==> src/sli_pkg.sv <==
// Package for the status indicator block: register map, fields, timing.
// Assumes a 20 MHz APB clock and 32-bit APB data.
`default_nettype none
package sli_pkg;
  // *****************
  // Register offsets
  // *****************
  localparam logic [7:0] SLI_CTRL_OFS = 8'h00;
  localparam logic [7:0] SLI_STAT_OFS = 8'h04;
  localparam logic [7:0] SLI_CFG_OFS = 8'h08;
  localparam logic [7:0] SLI_SNAP_OFS = 8'h0c;
  // *****************
  // Field layout
  // *****************
  localparam int SLI_STN_LSB = 0;
  localparam int SLI_BAUD_LSB = 8;
  localparam int SLI_SEL_LSB = 16;
  localparam logic [7:0] SLI_STN_MAX = 8'h41;
  localparam logic [7:0] SLI_STN_BAD0 = 8'h00;
  localparam logic [3:0] SLI_BAUD_MAX = 4'h4;
  localparam logic [7:0] SLI_STN_RST = 8'h01;
  localparam logic [3:0] SLI_BAUD_RST = 4'h0;
  localparam int SLI_SNAP_BIT = 0;
  localparam int SLI_UNI_BIT = 8;
  localparam int SLI_RAPID_BIT = 6;
  // *****************
  // State machine codes
  // *****************
  localparam logic [3:0] SLI_SM_INIT = 4'h1;
  localparam logic [3:0] SLI_SM_STATE_PRE_OPERATIONAL = 4'h2;
  localparam logic [3:0] SLI_SM_BOOT = 4'h3;
  localparam logic [3:0] SLI_SM_STATE_SAFE_OPERATIONAL = 4'h4;
  localparam logic [3:0] SLI_SM_OP = 4'h8;
  // *****************
  // Blink timing
  // *****************
  localparam int SLI_CLK_HZ = 20000000;
  localparam int SLI_UNIFORM_MS = 200;
  localparam int SLI_SLOW_ON_MS = 200;
  localparam int SLI_SLOW_OFF_MS = 1000;
  localparam int SLI_RAPID_MS = 50;
  localparam int SLI_TICK_US = 1000;
  localparam int SLI_TICK_CYC = SLI_CLK_HZ / 1000000 * SLI_TICK_US;
  typedef enum logic [1:0] {
    SLI_PH_ON = 2'b00,
    SLI_PH_OFF = 2'b01
  } sli_phase_t;
endpackage
`default_nettype wire

==> src/sli_led.sv <==
// Status LED driver with APB register access.
// Assumes synchronous status inputs from the fieldbus and slave state logic.
//
// Overview of operation
// - Run LED shows slave state: off, uniform, slow, steady, rapid flash.
// - Fieldbus run LED steady when joined and refresh signals received.
// - Fieldbus run LED dark before joining, no carrier, timeout, reset.
// - Error LED steady on CRC error or station number 0 or above 65.
// - Error LED steady when baud-rate selection exceeds 4.
// - Error LED flashes when settings differ from those captured at reset or by the restart command.
// - Error LED dark during good communication and during reset.
// - Receive LED lit while carrier recognized, dark otherwise and in reset.
`default_nettype none
module sli_led
  import sli_pkg::*;
#(
  parameter int TICK_CYC = SLI_TICK_CYC
)(
  input wire logic pclk,
  input wire logic presetn,
  input wire logic clk_en,
  input wire logic psel,
  input wire logic penable,
  input wire logic pwrite,
  input wire logic [7:0] paddr,
  input wire logic [31:0] pwdata,
  output logic [31:0] prdata,
  output logic pready,
  output logic pslverr,
  input wire logic [3:0] slave_state,
  input wire logic net_joined,
  input wire logic refresh_rx,
  input wire logic carrier_present,
  input wire logic comm_timeout,
  input wire logic crc_error,
  input wire logic transmit_busy,
  output logic run_led,
  output logic fieldbus_run_led,
  output logic fieldbus_err_led,
  output logic transmit_activity_led,
  output logic carrier_detect_led
);
  initial
  begin
    // The tick counter is 16 bits wide
    if (TICK_CYC < 1 || TICK_CYC > 65536)
      $error("TICK_CYC must lie between 1 and 65536");
  end

  // *****************
  // Registers and timebase
  // *****************
  logic [7:0] stn_q, stn_d, snap_stn_q, snap_stn_d;
  logic [3:0] baud_q, baud_d, snap_baud_q, snap_baud_d;
  logic snap_pend_q, snap_pend_d;
  logic [15:0] tick_q, tick_d;
  logic [15:0] ms_q, ms_d;
  logic [31:0] rd_d, rd_q;
  logic acc, wr, stn_bad, baud_bad, changed;
  sli_phase_t ph_q;

  assign acc = psel & penable;
  assign wr = acc & pwrite & clk_en;
  assign pready = 1'b1;
  assign pslverr = acc & ~((paddr == SLI_CTRL_OFS) | (paddr == SLI_STAT_OFS)
    | (paddr == SLI_CFG_OFS) | (paddr == SLI_SNAP_OFS));

  always_comb
  begin
    stn_d = stn_q;
    baud_d = baud_q;
    snap_stn_d = snap_stn_q;
    snap_baud_d = snap_baud_q;
    snap_pend_d = 1'b0;
    if (wr && paddr == SLI_CFG_OFS)
    begin
      stn_d = pwdata[SLI_STN_LSB +: 8];
      baud_d = pwdata[SLI_BAUD_LSB +: 4];
    end
    // Restart command, or first cycle after reset, captures settings
    if (snap_pend_q || (wr && paddr == SLI_CTRL_OFS && pwdata[SLI_SNAP_BIT]))
    begin
      snap_stn_d = stn_d;
      snap_baud_d = baud_d;
    end
    tick_d = tick_q + 16'h0001;
    ms_d = ms_q;
    if (tick_q >= 16'(TICK_CYC - 1))
    begin
      tick_d = 16'h0000;
      ms_d = (ms_q >= 16'(SLI_SLOW_ON_MS + SLI_SLOW_OFF_MS - 1)) ? 16'h0000
        : ms_q + 16'h0001;
    end
    case (paddr)
      SLI_CTRL_OFS: rd_d = 32'h0;
      SLI_STAT_OFS: rd_d = {23'h0, transmit_activity_led, carrier_detect_led,
        fieldbus_err_led, fieldbus_run_led, run_led, slave_state};
      SLI_CFG_OFS: rd_d = {20'h0, baud_q, stn_q};
      SLI_SNAP_OFS: rd_d = {20'h0, snap_baud_q, snap_stn_q};
      default: rd_d = 32'h0;
    endcase
  end

  always_ff @(posedge pclk or negedge presetn)
  begin
    if (!presetn)
    begin
      stn_q <= SLI_STN_RST;
      baud_q <= SLI_BAUD_RST;
      snap_stn_q <= SLI_STN_RST;
      snap_baud_q <= SLI_BAUD_RST;
      snap_pend_q <= 1'b1;
      tick_q <= 16'h0000;
      ms_q <= 16'h0000;
      rd_q <= 32'h0;
    end
    else if (clk_en)
    begin
      stn_q <= stn_d;
      baud_q <= baud_d;
      snap_stn_q <= snap_stn_d;
      snap_baud_q <= snap_baud_d;
      snap_pend_q <= snap_pend_d;
      tick_q <= tick_d;
      ms_q <= ms_d;
      rd_q <= rd_d;
    end
  end
  assign prdata = rd_q;
  assign ph_q = (ms_q < 16'(SLI_UNIFORM_MS)) ? SLI_PH_ON : SLI_PH_OFF;

  // *****************
  // LED decode
  // *****************
  logic run_d, frun_d, ferr_d, tx_d, rx_d;
  logic run_q, frun_q, ferr_q, tx_q, rx_q;
  logic uni, slow, rapid;
  assign stn_bad = (snap_stn_q == SLI_STN_BAD0) | (snap_stn_q > SLI_STN_MAX);
  assign baud_bad = snap_baud_q > SLI_BAUD_MAX;
  assign changed = (stn_q != snap_stn_q) | (baud_q != snap_baud_q);
  assign uni = ms_q[SLI_UNI_BIT];
  assign slow = ph_q == SLI_PH_ON;
  assign rapid = ms_q[SLI_RAPID_BIT];

  always_comb
  begin
    case (slave_state)
      SLI_SM_INIT: run_d = 1'b0;
      SLI_SM_STATE_PRE_OPERATIONAL: run_d = uni;
      SLI_SM_STATE_SAFE_OPERATIONAL: run_d = slow;
      SLI_SM_OP: run_d = 1'b1;
      SLI_SM_BOOT: run_d = rapid;
      default: run_d = 1'b0;
    endcase
    frun_d = net_joined & refresh_rx & carrier_present & ~comm_timeout;
    if (crc_error || stn_bad || baud_bad)
      ferr_d = 1'b1;
    else if (changed)
      ferr_d = rapid;
    else
      ferr_d = 1'b0;
    rx_d = carrier_present;
    tx_d = transmit_busy;
  end

  always_ff @(posedge pclk or negedge presetn)
  begin
    if (!presetn)
    begin
      run_q <= 1'b0;
      frun_q <= 1'b0;
      ferr_q <= 1'b0;
      rx_q <= 1'b0;
      tx_q <= 1'b0;
    end
    else if (clk_en)
    begin
      run_q <= run_d;
      frun_q <= frun_d;
      ferr_q <= ferr_d;
      rx_q <= rx_d;
      tx_q <= tx_d;
    end
  end
  assign run_led = run_q;
  assign fieldbus_run_led = frun_q;
  assign fieldbus_err_led = ferr_q;
  assign carrier_detect_led = rx_q;
  assign transmit_activity_led = tx_q;

  // *****************
  // Assertions
  // *****************
  op_steady_a: assert property (@(posedge pclk) disable iff (!presetn)
    clk_en && slave_state == SLI_SM_OP |=> run_led)
    else $error("run LED not on in operational");
  init_dark_a: assert property (@(posedge pclk) disable iff (!presetn)
    clk_en && slave_state == SLI_SM_INIT |=> !run_led)
    else $error("run LED lit in init");
  frun_on_a: assert property (@(posedge pclk) disable iff (!presetn)
    clk_en && net_joined && refresh_rx && carrier_present && !comm_timeout
    |=> fieldbus_run_led)
    else $error("fieldbus run LED not lit");
  frun_off_a: assert property (@(posedge pclk) disable iff (!presetn)
    clk_en && (!net_joined || !carrier_present || comm_timeout)
    |=> !fieldbus_run_led)
    else $error("fieldbus run LED lit while down");
  crc_err_a: assert property (@(posedge pclk) disable iff (!presetn)
    clk_en && (crc_error || stn_bad) |=> fieldbus_err_led)
    else $error("error LED not lit on fault");
  baud_err_a: assert property (@(posedge pclk) disable iff (!presetn)
    clk_en && baud_bad |=> fieldbus_err_led)
    else $error("error LED not lit on baud fault");
  chg_flash_a: assert property (@(posedge pclk) disable iff (!presetn)
    clk_en && changed && !crc_error && !stn_bad && !baud_bad
    |=> fieldbus_err_led == $past(rapid))
    else $error("error LED not flashing on change");
  err_dark_a: assert property (@(posedge pclk) disable iff (!presetn)
    clk_en && !changed && !crc_error && !stn_bad && !baud_bad
    |=> !fieldbus_err_led)
    else $error("error LED lit without fault");
  rx_led_a: assert property (@(posedge pclk) disable iff (!presetn)
    clk_en |=> carrier_detect_led == $past(carrier_present))
    else $error("carrier LED mismatch");
  tx_led_a: assert property (@(posedge pclk) disable iff (!presetn)
    clk_en |=> transmit_activity_led == $past(transmit_busy))
    else $error("transmit LED mismatch");
endmodule // sli_led
`default_nettype wire

==> config.mk <==
export PLATFORM = sky130hd
export DESIGN_NAME = sli_led
export DESIGN_NICKNAME = d
export VERILOG_FILES = /design/src/sli_pkg.sv /design/src/sli_led.sv
export SDC_FILE = /design/constraint.sdc
export NUM_CORES = 1
export LEC_CHECK = 0
export ABC_AREA = 1
export BUFFER_PORTS_ARGS = -buffer_cell sky130_fd_sc_hd__buf_2
export CORE_MARGIN = 10
export CORE_UTILIZATION = 35
export CTS_CLUSTER_SIZE = 40
export DETAILED_ROUTE_END_ITERATION = 7
export SETUP_SLACK_MARGIN = 0.05
export SYNTH_ARGS = -nofsm -noshare
export SYNTH_HDL_FRONTEND = slang
export SYNTH_SLANG_ARGS = --single-unit
==> constraint.sdc <==
create_clock -name pclk -period 2.2 [get_ports pclk]
set_clock_uncertainty 0.05 [all_clocks]
set_input_delay 0.55 -clock pclk [delete_from_list [all_inputs] [get_ports pclk]]
set_output_delay 0.55 -clock pclk [all_outputs]
set_load 0.02 [all_outputs]
==> PnR_summary.wiki, run 1 <==
{| class="wikitable"
! Metric !! Value
|-
| Sequential area share after synthesis || 43.6%
|-
| Placement Rows || 40
|-
| Post-DRT Antenna Nets || 0
|-
| Post-Route Utilization || 41.3%
|-
| Most instantiated cells after synthesis || nand2_1, dfrtp_1, nand3_1, nor2_1, inv_1
|-
| Die Span X || 130 µm
|-
| Primary FF master, synth || dfrtp_1
|-
| Share of synthesized registers carrying an async set or reset || 100%
|-
| Detailed-route wire length per cell || 13.1 µm
|-
| Largest delay contributor family on the critical path || simple AND/OR/NAND/NOR gates
|-
| Distinct cell type count after synthesis || 35
|-
| Clock tree root driver cell || clkbuf_16
|-
| Final design instance area without fill || 4940 µm²
|-
| Reg-to-Reg Start || ms_q[0]
|-
| Number of buffers inserted by hold repair at cts || 0
|-
| Mux share of post-synthesis cell area || 0%
|-
| Number of global-route vias before repair || 3767
|-
| Synth Area in Simple Gates || 38.5%
|-
| DIE AREA || 17000 µm²
|-
| I/O pins || 95
|-
| Final HPWL from detailed placement || 7.65 mm
|-
| Via density per instance || 4.61
|-
| Max Clk Rate || 514 MHz
|-
| Critical path launch point type || primary input
|-
| Number of buffers added for setup after CTS || 0
|-
| Worst r2r dst || ms_q[10]
|-
| Global-route wire length before repair || 17.7 mm
|-
| Cell area after technology mapping || 4260 µm²
|-
| Final worst path period need || 1.95 ns
|-
| Number of warnings printed during yosys synthesis || 0
|-
| Internal reg-to-reg setup slack || 0.52 ns
|-
| Met2 track demand over resource || 21.9%
|-
| Clk buf depth || 2
|-
| Tcrit/Tclk final || 88.5%
|-
| Final weighted congestion of routability-driven global placement || 0.819
|-
| Count of flip-flops with a built-in enable after synthesis || 0
|-
| Power per cell area || 694 nW/µm²
|-
| Met1 track demand over resource || 15.8%
|-
| Hold crit path type || in2async
|-
| Max stage delay cell, worst path || nor2_1
|-
| Leading post-synthesis cells by cell area || dfrtp_1, nand2_1, nand3_1, nor2_1, inv_1
|-
| DRC errors left || 0
|-
| Clock latency of the later-clocked register in the worst-skew pair || 0.33 ns
|-
| Pin count of the biggest net entering global routing || 75
|-
| Library cell with the highest instance count after synthesis || nand2_1
|-
| Kind of end point of the critical path || primary output
|-
| Placeable core region || 12000 µm²
|-
| Yosys top cell area share || 41.7%
|-
| Clock sinks || 74
|-
| Antenna violations before repair || 0
|-
| Clock edge transition at the registers on the reported setup and hold paths || 0.06 ns
|-
| Type of the worst setup path || in2out
|-
| Antenna fix cells || 0
|-
| Effective utilization at floorplan || 35.6%
|-
| Layout filler cell count || 1235
|-
| Cell count after synthesis || 595
|-
| Flip-flop and latch count after synthesis || 74
|-
| Worst Path Buf+Inv || 2
|-
| Post-Route Setup TNS || 0 ns
|-
| Leakage || 0.00267 µW
|-
| Hold violation total from the final report || 0
|-
| Pins Over Slew Limit || 0
|-
| Area delta synth->final || 16.1%
|-
| Synthesized-area fraction occupied by xor and xnor cells || 3.09%
|-
| Complex-gate fraction of the synthesized area || 2.73%
|-
| Endpoint required time on the critical path || 1.60 ns
|-
| Area after detailed placement || 4620 µm²
|-
| Routed via count || 3713
|-
| Share of post-route cells with drive strength above 1 || 15.5%
|-
| Dominant combinational cell family by area after synthesis || simple AND/OR/NAND/NOR gates
|-
| Delay of the slowest critical-path stage || 0.20 ns
|-
| GRT Total Usage || 12.9%
|-
| Length in cells of the worst reg-to-reg path || 10
|-
| RSZ-0062 raised after global routing || no
|-
| Maximum vdd ir drop || 0.288 mV
|-
| Aggregate global routing overflow || 0
|-
| Number of violations of the max-capacitance limit || 0
|-
| Post-detailed-routing wire length || 10.5 mm
|-
| TritonCTS clock tree || built
|-
| Port bufs || 53
|-
| CTS-repair resized insts || 0
|-
| Total Nets Final || 711
|-
| Vertical die dimension || 130 µm
|-
| H-tree levels || 3
|-
| Starting DRC count in detailed routing || 145
|-
| Status || complete, no violations
|-
| Number of endpoints failing setup at the final stage || 0
|-
| Fraction of the mapped netlist area in adder cells || 0.588%
|-
| Critical path cell sequence || buf_2 -> nor2_1 -> nand3_1 -> nor2_1 -> nor3_1 -> buf_2
|-
| Yosys top cell by area || dfrtp_1
|-
| Total iterations of the first detailed-routing run || 4
|-
| Num CTS Buffers || 9
|-
| Avg Inst Size Synth || 7.15 µm²
|-
| Met3 Resource Use GR || 2.88%
|-
| Most Crowded Layer GR || met2
|-
| Worst path arrival time || 1.35 ns
|-
| Crit path max fanout || 4
|}
[worst max-delay path by stage]
stage               startpoint              to  slack (ns)  cells past startpoint
finish                paddr[5]         pslverr        0.25                      6
floorplan             paddr[7]         pslverr        0.32                      4
detailed placement    paddr[5]  snap_baud_q[3]        0.21                      9
CTS                   paddr[5]         pslverr        0.26                      6
global route          paddr[5]         pslverr        0.17                      6
global placement      paddr[5]   snap_stn_q[6]        0.22                      9
[flip-flops by register name, summed over array words and instances, names as in the netlist]
signal	cells
fieldbus_err_led	1
carrier_detect_led	1
run_led	1
stn_q	8
ms_q	16
snap_stn_q	8
transmit_activity_led	1
snap_pend_q	1
snap_baud_q	4
prdata	12
tick_q	16
fieldbus_run_led	1
baud_q	4
[metrics by stage]
stage                     hold slack (ns)  setup slack (ns)  std cells  total power, µW
after floorplan                     0.204             0.324        614             1760
after global placement              0.418             0.220        789             1860
after detailed placement            0.416             0.212        789             1860
after CTS                           0.209             0.260        805             3480
after global routing                0.233             0.168        805             3590
final                               0.179             0.253        805             3430
[cells in the final DEF, fill, tap and decap left out, types with 5 or more instances in the layout]
| master | instances |
|---|---|
| buf_4 | 10 |
| xor2_1 | 9 |
| nand2_1 | 239 |
| o21ai_0 | 7 |
| nor3_2 | 6 |
| inv_1 | 54 |
| buf_2 | 53 |
| xnor2_1 | 6 |
| nand4_1 | 8 |
| a21oi_1 | 5 |
| inv_2 | 6 |
| nor2_1 | 58 |
| dfrtp_1 | 71 |
| conb_1 | 21 |
| clkbuf_16 | 9 |
| nand3_1 | 60 |
[cell families (layout without fill, tap and decap cells)]
family	after synthesis	after routing
buffers and inverters	97	141
flip-flops	74	74
other	2	21
adder cells (fa/ha/maj)	2	2
AO/OA/AOI/OAI	20	20
AND/OR/NAND/NOR	385	385
XOR/XNOR	15	15
[power breakdown]
group / switching [µW] / leakage, µW / total (µW) / internal [µW]
logic: 230 / 0.00152 / 354 / 124
registers: 54.5 / 0.000994 / 1480 / 1430
clock network: 538 / 0.000157 / 1590 / 1060
total: 823 / 0.00267 / 3430 / 2610
[worst reg2reg max path, cell delays in order (launching register included)]
cell and delay (ns):
dfrtp_1 0.41, ha_1 0.24, nand3_1 0.13, nand2_1 0.07, nand2_1 0.06, nand2_1 0.05
nand2_1 0.07, nand2_1 0.22, nor2_1 0.18, nand2_1 0.07, nand2_1 0.07
[layout make-up]
type	count	area, µm²	area share [%]
multi-input cells	443	1990	40.3
repair buffers	64	360	7.29
well taps	147	184	3.72
flip-flops and latches	74	1860	37.5
inverters	61	229	4.63
clock buffers	14	264	5.34
clock inverters	2	60.1	1.22
[routing by layer]
layer,vias up,part of all wire [%]
li1,1923,-
met1,1716,45
met3,12,3.8
met2,62,50
met4,0,1.3
met5,-,0
(Power assumes the default switching activity.)
==> inputs of run 2 (changes only) <==
CTS_BUF_LIST = sky130_fd_sc_hd__clkbuf_2 sky130_fd_sc_hd__clkbuf_4 sky130_fd_sc_hd__clkbuf_8   (was not set)
==> PnR_summary.wiki, run 2 (same netlist as run 1, synthesis figures left out) <==
{| class="wikitable"
! Metric !! Value
|-
| Die Span X || 130 µm
|-
| Global-route wire length before repair || 17.7 mm
|-
| DIE AREA || 17000 µm²
|-
| Leakage || 0.00264 µW
|-
| Hold crit path type || in2async
|-
| Share of post-route cells with drive strength above 1 || 16.0%
|-
| Final HPWL from detailed placement || 7.65 mm
|-
| Starting DRC count in detailed routing || 163
|-
| Num CTS Buffers || 9
|-
| Layout filler cell count || 1246
|-
| Vertical die dimension || 130 µm
|-
| I/O pins || 95
|-
| Register Area || 1860 µm²
|-
| Clock sinks || 74
|-
| Placement Rows || 40
|-
| Power per cell area || 633 nW/µm²
|-
| Area used by multi-input combinational logic || 1990 µm²
|-
| Number of buffers inserted by hold repair at cts || 0
|-
| Kind of end point of the critical path || primary output
|-
| Number of global-route vias before repair || 3760
|-
| Port bufs || 53
|-
| Aggregate global routing overflow || 0
|-
| Total Nets Final || 711
|-
| Tcrit/Tclk final || 88.5%
|-
| TritonCTS clock tree || built
|-
| Endpoint required time on the critical path || 1.60 ns
|-
| Number of non-filler instances in the completed layout || 805
|-
| Most common library cell in the layout ignoring fill and taps || nand2_1
|-
| Internal reg-to-reg setup slack || 0.52 ns
|-
| Post-DRT Antenna Nets || 0
|-
| Status || complete, no violations
|-
| Pin count of the biggest net entering global routing || 75
|-
| CTS-repair resized insts || 0
|-
| Sum of internal, switching and leakage power || 3070 µW
|-
| Worst path arrival time || 1.35 ns
|-
| Routed via count || 3729
|-
| Number of buffers added for setup after CTS || 0
|-
| Post-Route Setup TNS || 0 ns
|-
| Max Clk Rate || 513 MHz
|-
| Via density per instance || 4.63
|-
| Antenna violations before repair || 0
|-
| Pins Over Slew Limit || 0
|-
| Placeable core region || 12000 µm²
|-
| Effective utilization at floorplan || 35.6%
|-
| Type of the worst setup path || in2out
|-
| Hold violation total from the final report || 0
|-
| Critical path launch point type || primary input
|-
| DRC errors left || 0
|-
| Final weighted congestion of routability-driven global placement || 0.819
|-
| Crit path max fanout || 4
|-
| Maximum vdd ir drop || 0.266 mV
|-
| Number of endpoints failing setup at the final stage || 0
|-
| Post-detailed-routing wire length || 10.5 mm
|-
| Clock latency of the later-clocked register in the worst-skew pair || 0.35 ns
|-
| Highest-count cells in the layout ignoring fill and taps || nand2_1, dfrtp_1, nand3_1, nor2_1, inv_1
|-
| Area delta synth->final || 14.0%
|-
| Clock edge transition at the registers on the reported setup and hold paths || 0.08 ns
|-
| Number of instances in the placed design || 789
|-
| RSZ-0062 raised after global routing || no
|-
| Clk buf depth || 2
|-
| Clock tree root driver cell || clkbuf_8
|-
| Final worst path period need || 1.95 ns
|-
| H-tree levels || 3
|-
| Total iterations of the first detailed-routing run || 4
|-
| Number of violations of the max-capacitance limit || 0
|-
| Antenna fix cells || 0
|-
| GRT Total Usage || 12.9%
|-
| Detailed-route wire length per cell || 13.0 µm
|}
-- run 2: power breakdown --
group          internal (µW)  switching (µW)  total, µW
sequential              1430            54.0       1480
combinational            124             230        354
clock                    740             497       1240
-- run 2: routing by layer --
layer	vias to the layer above	GRT usage (%)	share of wire, %	routed length, µm
met5	-	0	0	0
met4	0	4.76	1.6	166
met3	12	3.00	4.2	438
met2	68	21.6	49	5130
met1	1734	15.8	45	4750
li1	1915	-	-	-
-- run 2: path summary, 6_finish.rpt --
kind	start	end	cells after the start
hold reg to reg	prdata[4]	prdata[4]	2
setup reg to reg	ms_q[0]	ms_q[6]	10
hold / removal	presetn	ms_q[3]	2
min in group pclk	comm_timeout	fieldbus_run_led	2
setup / recovery	paddr[5]	pslverr	6
max in group asynchronous	presetn	snap_pend_q	2
-- run 2: cell type report --
type	instances	share of cell area (%)
Timing Repair Buffer	64	7.43
Multi-Input combinational cell	443	41.0
Clock buffer	14	3.58
Clock inverter	2	1.24
Tap cell	147	3.79
Inverter	61	4.72
Sequential cell	74	38.2
-- run 2: stage by stage --
stage | setup slack [ns] | instance area [µm²] | utilization, % | hold slack (ns)
after floorplan | 0.324 | 4330 | - | 0.204
after global placement | 0.220 | 4620 | 38.6 | 0.418
after detailed placement | 0.212 | 4620 | 38.6 | 0.416
after CTS | 0.260 | 4850 | 40.6 | 0.173
after global routing | 0.168 | 4850 | 40.6 | 0.194
final | 0.252 | 4850 | 40.6 | 0.158
-- run 2: worst max-delay path, stage by stage --
cell	delay (ns)
buf_2	0.10
nor2_1	0.10
nand3_1	0.16
nor2_1	0.20
nor3_1	0.07
buf_2	0.16
==> inputs of run 3 (changes only) <==
MAX_ROUTING_LAYER = met4   (was not set)
==> PnR_summary.wiki, run 3 (same netlist as run 1, synthesis figures left out) <==
{| class="wikitable"
! Metric !! Value
|-
| Final HPWL from detailed placement || 7.65 mm
|-
| Pin count of the biggest net entering global routing || 75
|-
| Antenna fix cells || 0
|-
| Area after detailed placement || 4620 µm²
|-
| Endpoint required time on the critical path || 1.60 ns
|-
| Hold violation total from the final report || 0
|-
| Total Nets Final || 711
|-
| Vertical die dimension || 130 µm
|-
| Number of violations of the max-capacitance limit || 0
|-
| I/O pins || 95
|-
| Port bufs || 53
|-
| Area delta synth->final || 14.0%
|-
| Clock network power share || 40.4%
|-
| Num CTS Buffers || 9
|-
| Share of total power in combinational logic || 11.5%
|-
| Switching share of total power || 25.6%
|-
| Max Clk Rate || 514 MHz
|-
| Leakage || 0.00264 µW
|-
| Internal reg-to-reg setup slack || 0.52 ns
|-
| Clock sinks || 74
|-
| Die Span X || 130 µm
|-
| Critical path cell sequence || buf_2 -> nor2_1 -> nand3_1 -> nor2_1 -> nor3_1 -> buf_2
|-
| Sum of internal, switching and leakage power || 3080 µW
|-
| Antenna violations before repair || 0
|-
| GRT Total Usage || 13.2%
|-
| Crit path max fanout || 4
|-
| Worst path arrival time || 1.35 ns
|-
| Final weighted congestion of routability-driven global placement || 0.831
|-
| Max stage delay cell, worst path || nor2_1
|-
| DIE AREA || 17000 µm²
|-
| RSZ-0062 raised after global routing || no
|-
| Number of buffers added for setup after CTS || 0
|-
| Post-Route Setup TNS || 0 ns
|-
| Post-detailed-routing wire length || 10.5 mm
|-
| Switch Pwr || 786 µW
|-
| Starting DRC count in detailed routing || 183
|-
| Status || complete, no violations
|-
| Effective utilization at floorplan || 35.6%
|-
| Worst hold-check slack || 0.150 ns
|-
| Highest-count cells in the layout ignoring fill and taps || nand2_1, dfrtp_1, nand3_1, nor2_1, inv_1
|-
| Number of buffers inserted by hold repair at cts || 0
|-
| Aggregate global routing overflow || 0
|-
| CTS-repair resized insts || 0
|-
| Most common library cell in the layout ignoring fill and taps || nand2_1
|-
| Largest delay contributor family on the critical path || simple AND/OR/NAND/NOR gates
|-
| Routed via count || 3710
|-
| Clock tree root driver cell || clkbuf_8
|-
| Power per cell area || 634 nW/µm²
|-
| Portion of total power attributed to sequential cells || 48.1%
|-
| Number of global-route vias before repair || 3755
|-
| Clock edge transition at the registers on the reported setup and hold paths || 0.08 ns
|-
| Type of the worst setup path || in2out
|-
| Maximum vdd ir drop || 0.266 mV
|-
| Pins Over Slew Limit || 0
|-
| Clk buf depth || 2
|-
| Post-DRT Antenna Nets || 0
|-
| Critical path launch point type || primary input
|-
| Share of post-route cells with drive strength above 1 || 16.0%
|-
| Final design instance area without fill || 4850 µm²
|-
| Kind of end point of the critical path || primary output
|-
| H-tree levels || 3
|-
| Placeable core region || 12000 µm²
|-
| DRC errors left || 0
|-
| Via density per instance || 4.61
|-
| Placement Rows || 40
|-
| Total iterations of the first detailed-routing run || 4
|-
| Delay of the slowest critical-path stage || 0.20 ns
|-
| TritonCTS clock tree || built
|-
| Tcrit/Tclk final || 88.5%
|-
| Global-route wire length before repair || 17.7 mm
|-
| Worst Path Buf+Inv || 2
|-
| Final worst path period need || 1.95 ns
|-
| Number of endpoints failing setup at the final stage || 0
|-
| Hold crit path type || in2async
|-
| Clock latency of the later-clocked register in the worst-skew pair || 0.36 ns
|-
| Cell internal power dissipation || 2290 µW
|-
| Detailed-route wire length per cell || 13.0 µm
|}
run 3: cell counts in the layout (fill, tap and decap cells not counted):
Identical to the previous run, type by type.
run 3: area by class of cell:
class / count / area [µm²]
fillers: 1246 / 7110
repair buffers: 64 / 360
clock buffers: 14 / 174
flip-flops and latches: 74 / 1860
inverters: 61 / 229
well taps: 147 / 184
clock inverters: 2 / 60.1
multi-input cells: 443 / 1990
run 3: power by group through the flow:
stage | registers (µW) | clock network, µW | logic [µW]
2_1_floorplan | 1500 | 0 | 258
6_report | 1480 | 1240 | 354
3_5_place_dp | 1510 | 0 | 358
4_1_cts | 1480 | 1280 | 360
5_1_grt | 1490 | 1330 | 412
3_3_place_gp | 1500 | 0 | 351
run 3: final timing paths:
kind	from	end	cells after the start
max	paddr[5]	pslverr	6
min	presetn	ms_q[3]	2
max reg2reg	ms_q[0]	ms_q[7]	10
min reg2reg	prdata[4]	prdata[4]	2
max in group asynchronous	presetn	snap_pend_q	2
min in group pclk	comm_timeout	fieldbus_run_led	2
run 3: metrics by stage:
step           utilization, %  cells  worst slack, ns
5_1_grt                  40.6    805            0.168
3_3_place_gp             38.6    789            0.220
3_5_place_dp             38.6    789            0.212
2_1_floorplan               -    614            0.324
4_1_cts                  40.6    805            0.260
6_report                 40.6    805            0.253
run 3: routing by layer:
layer,track usage [%],part of all wire [%],up-vias
met5,-,0,-
li1,-,-,1918
met1,16.0,46,1725
met2,21.6,49,54
met3,2.68,3.4,13
met4,4.76,1.7,0
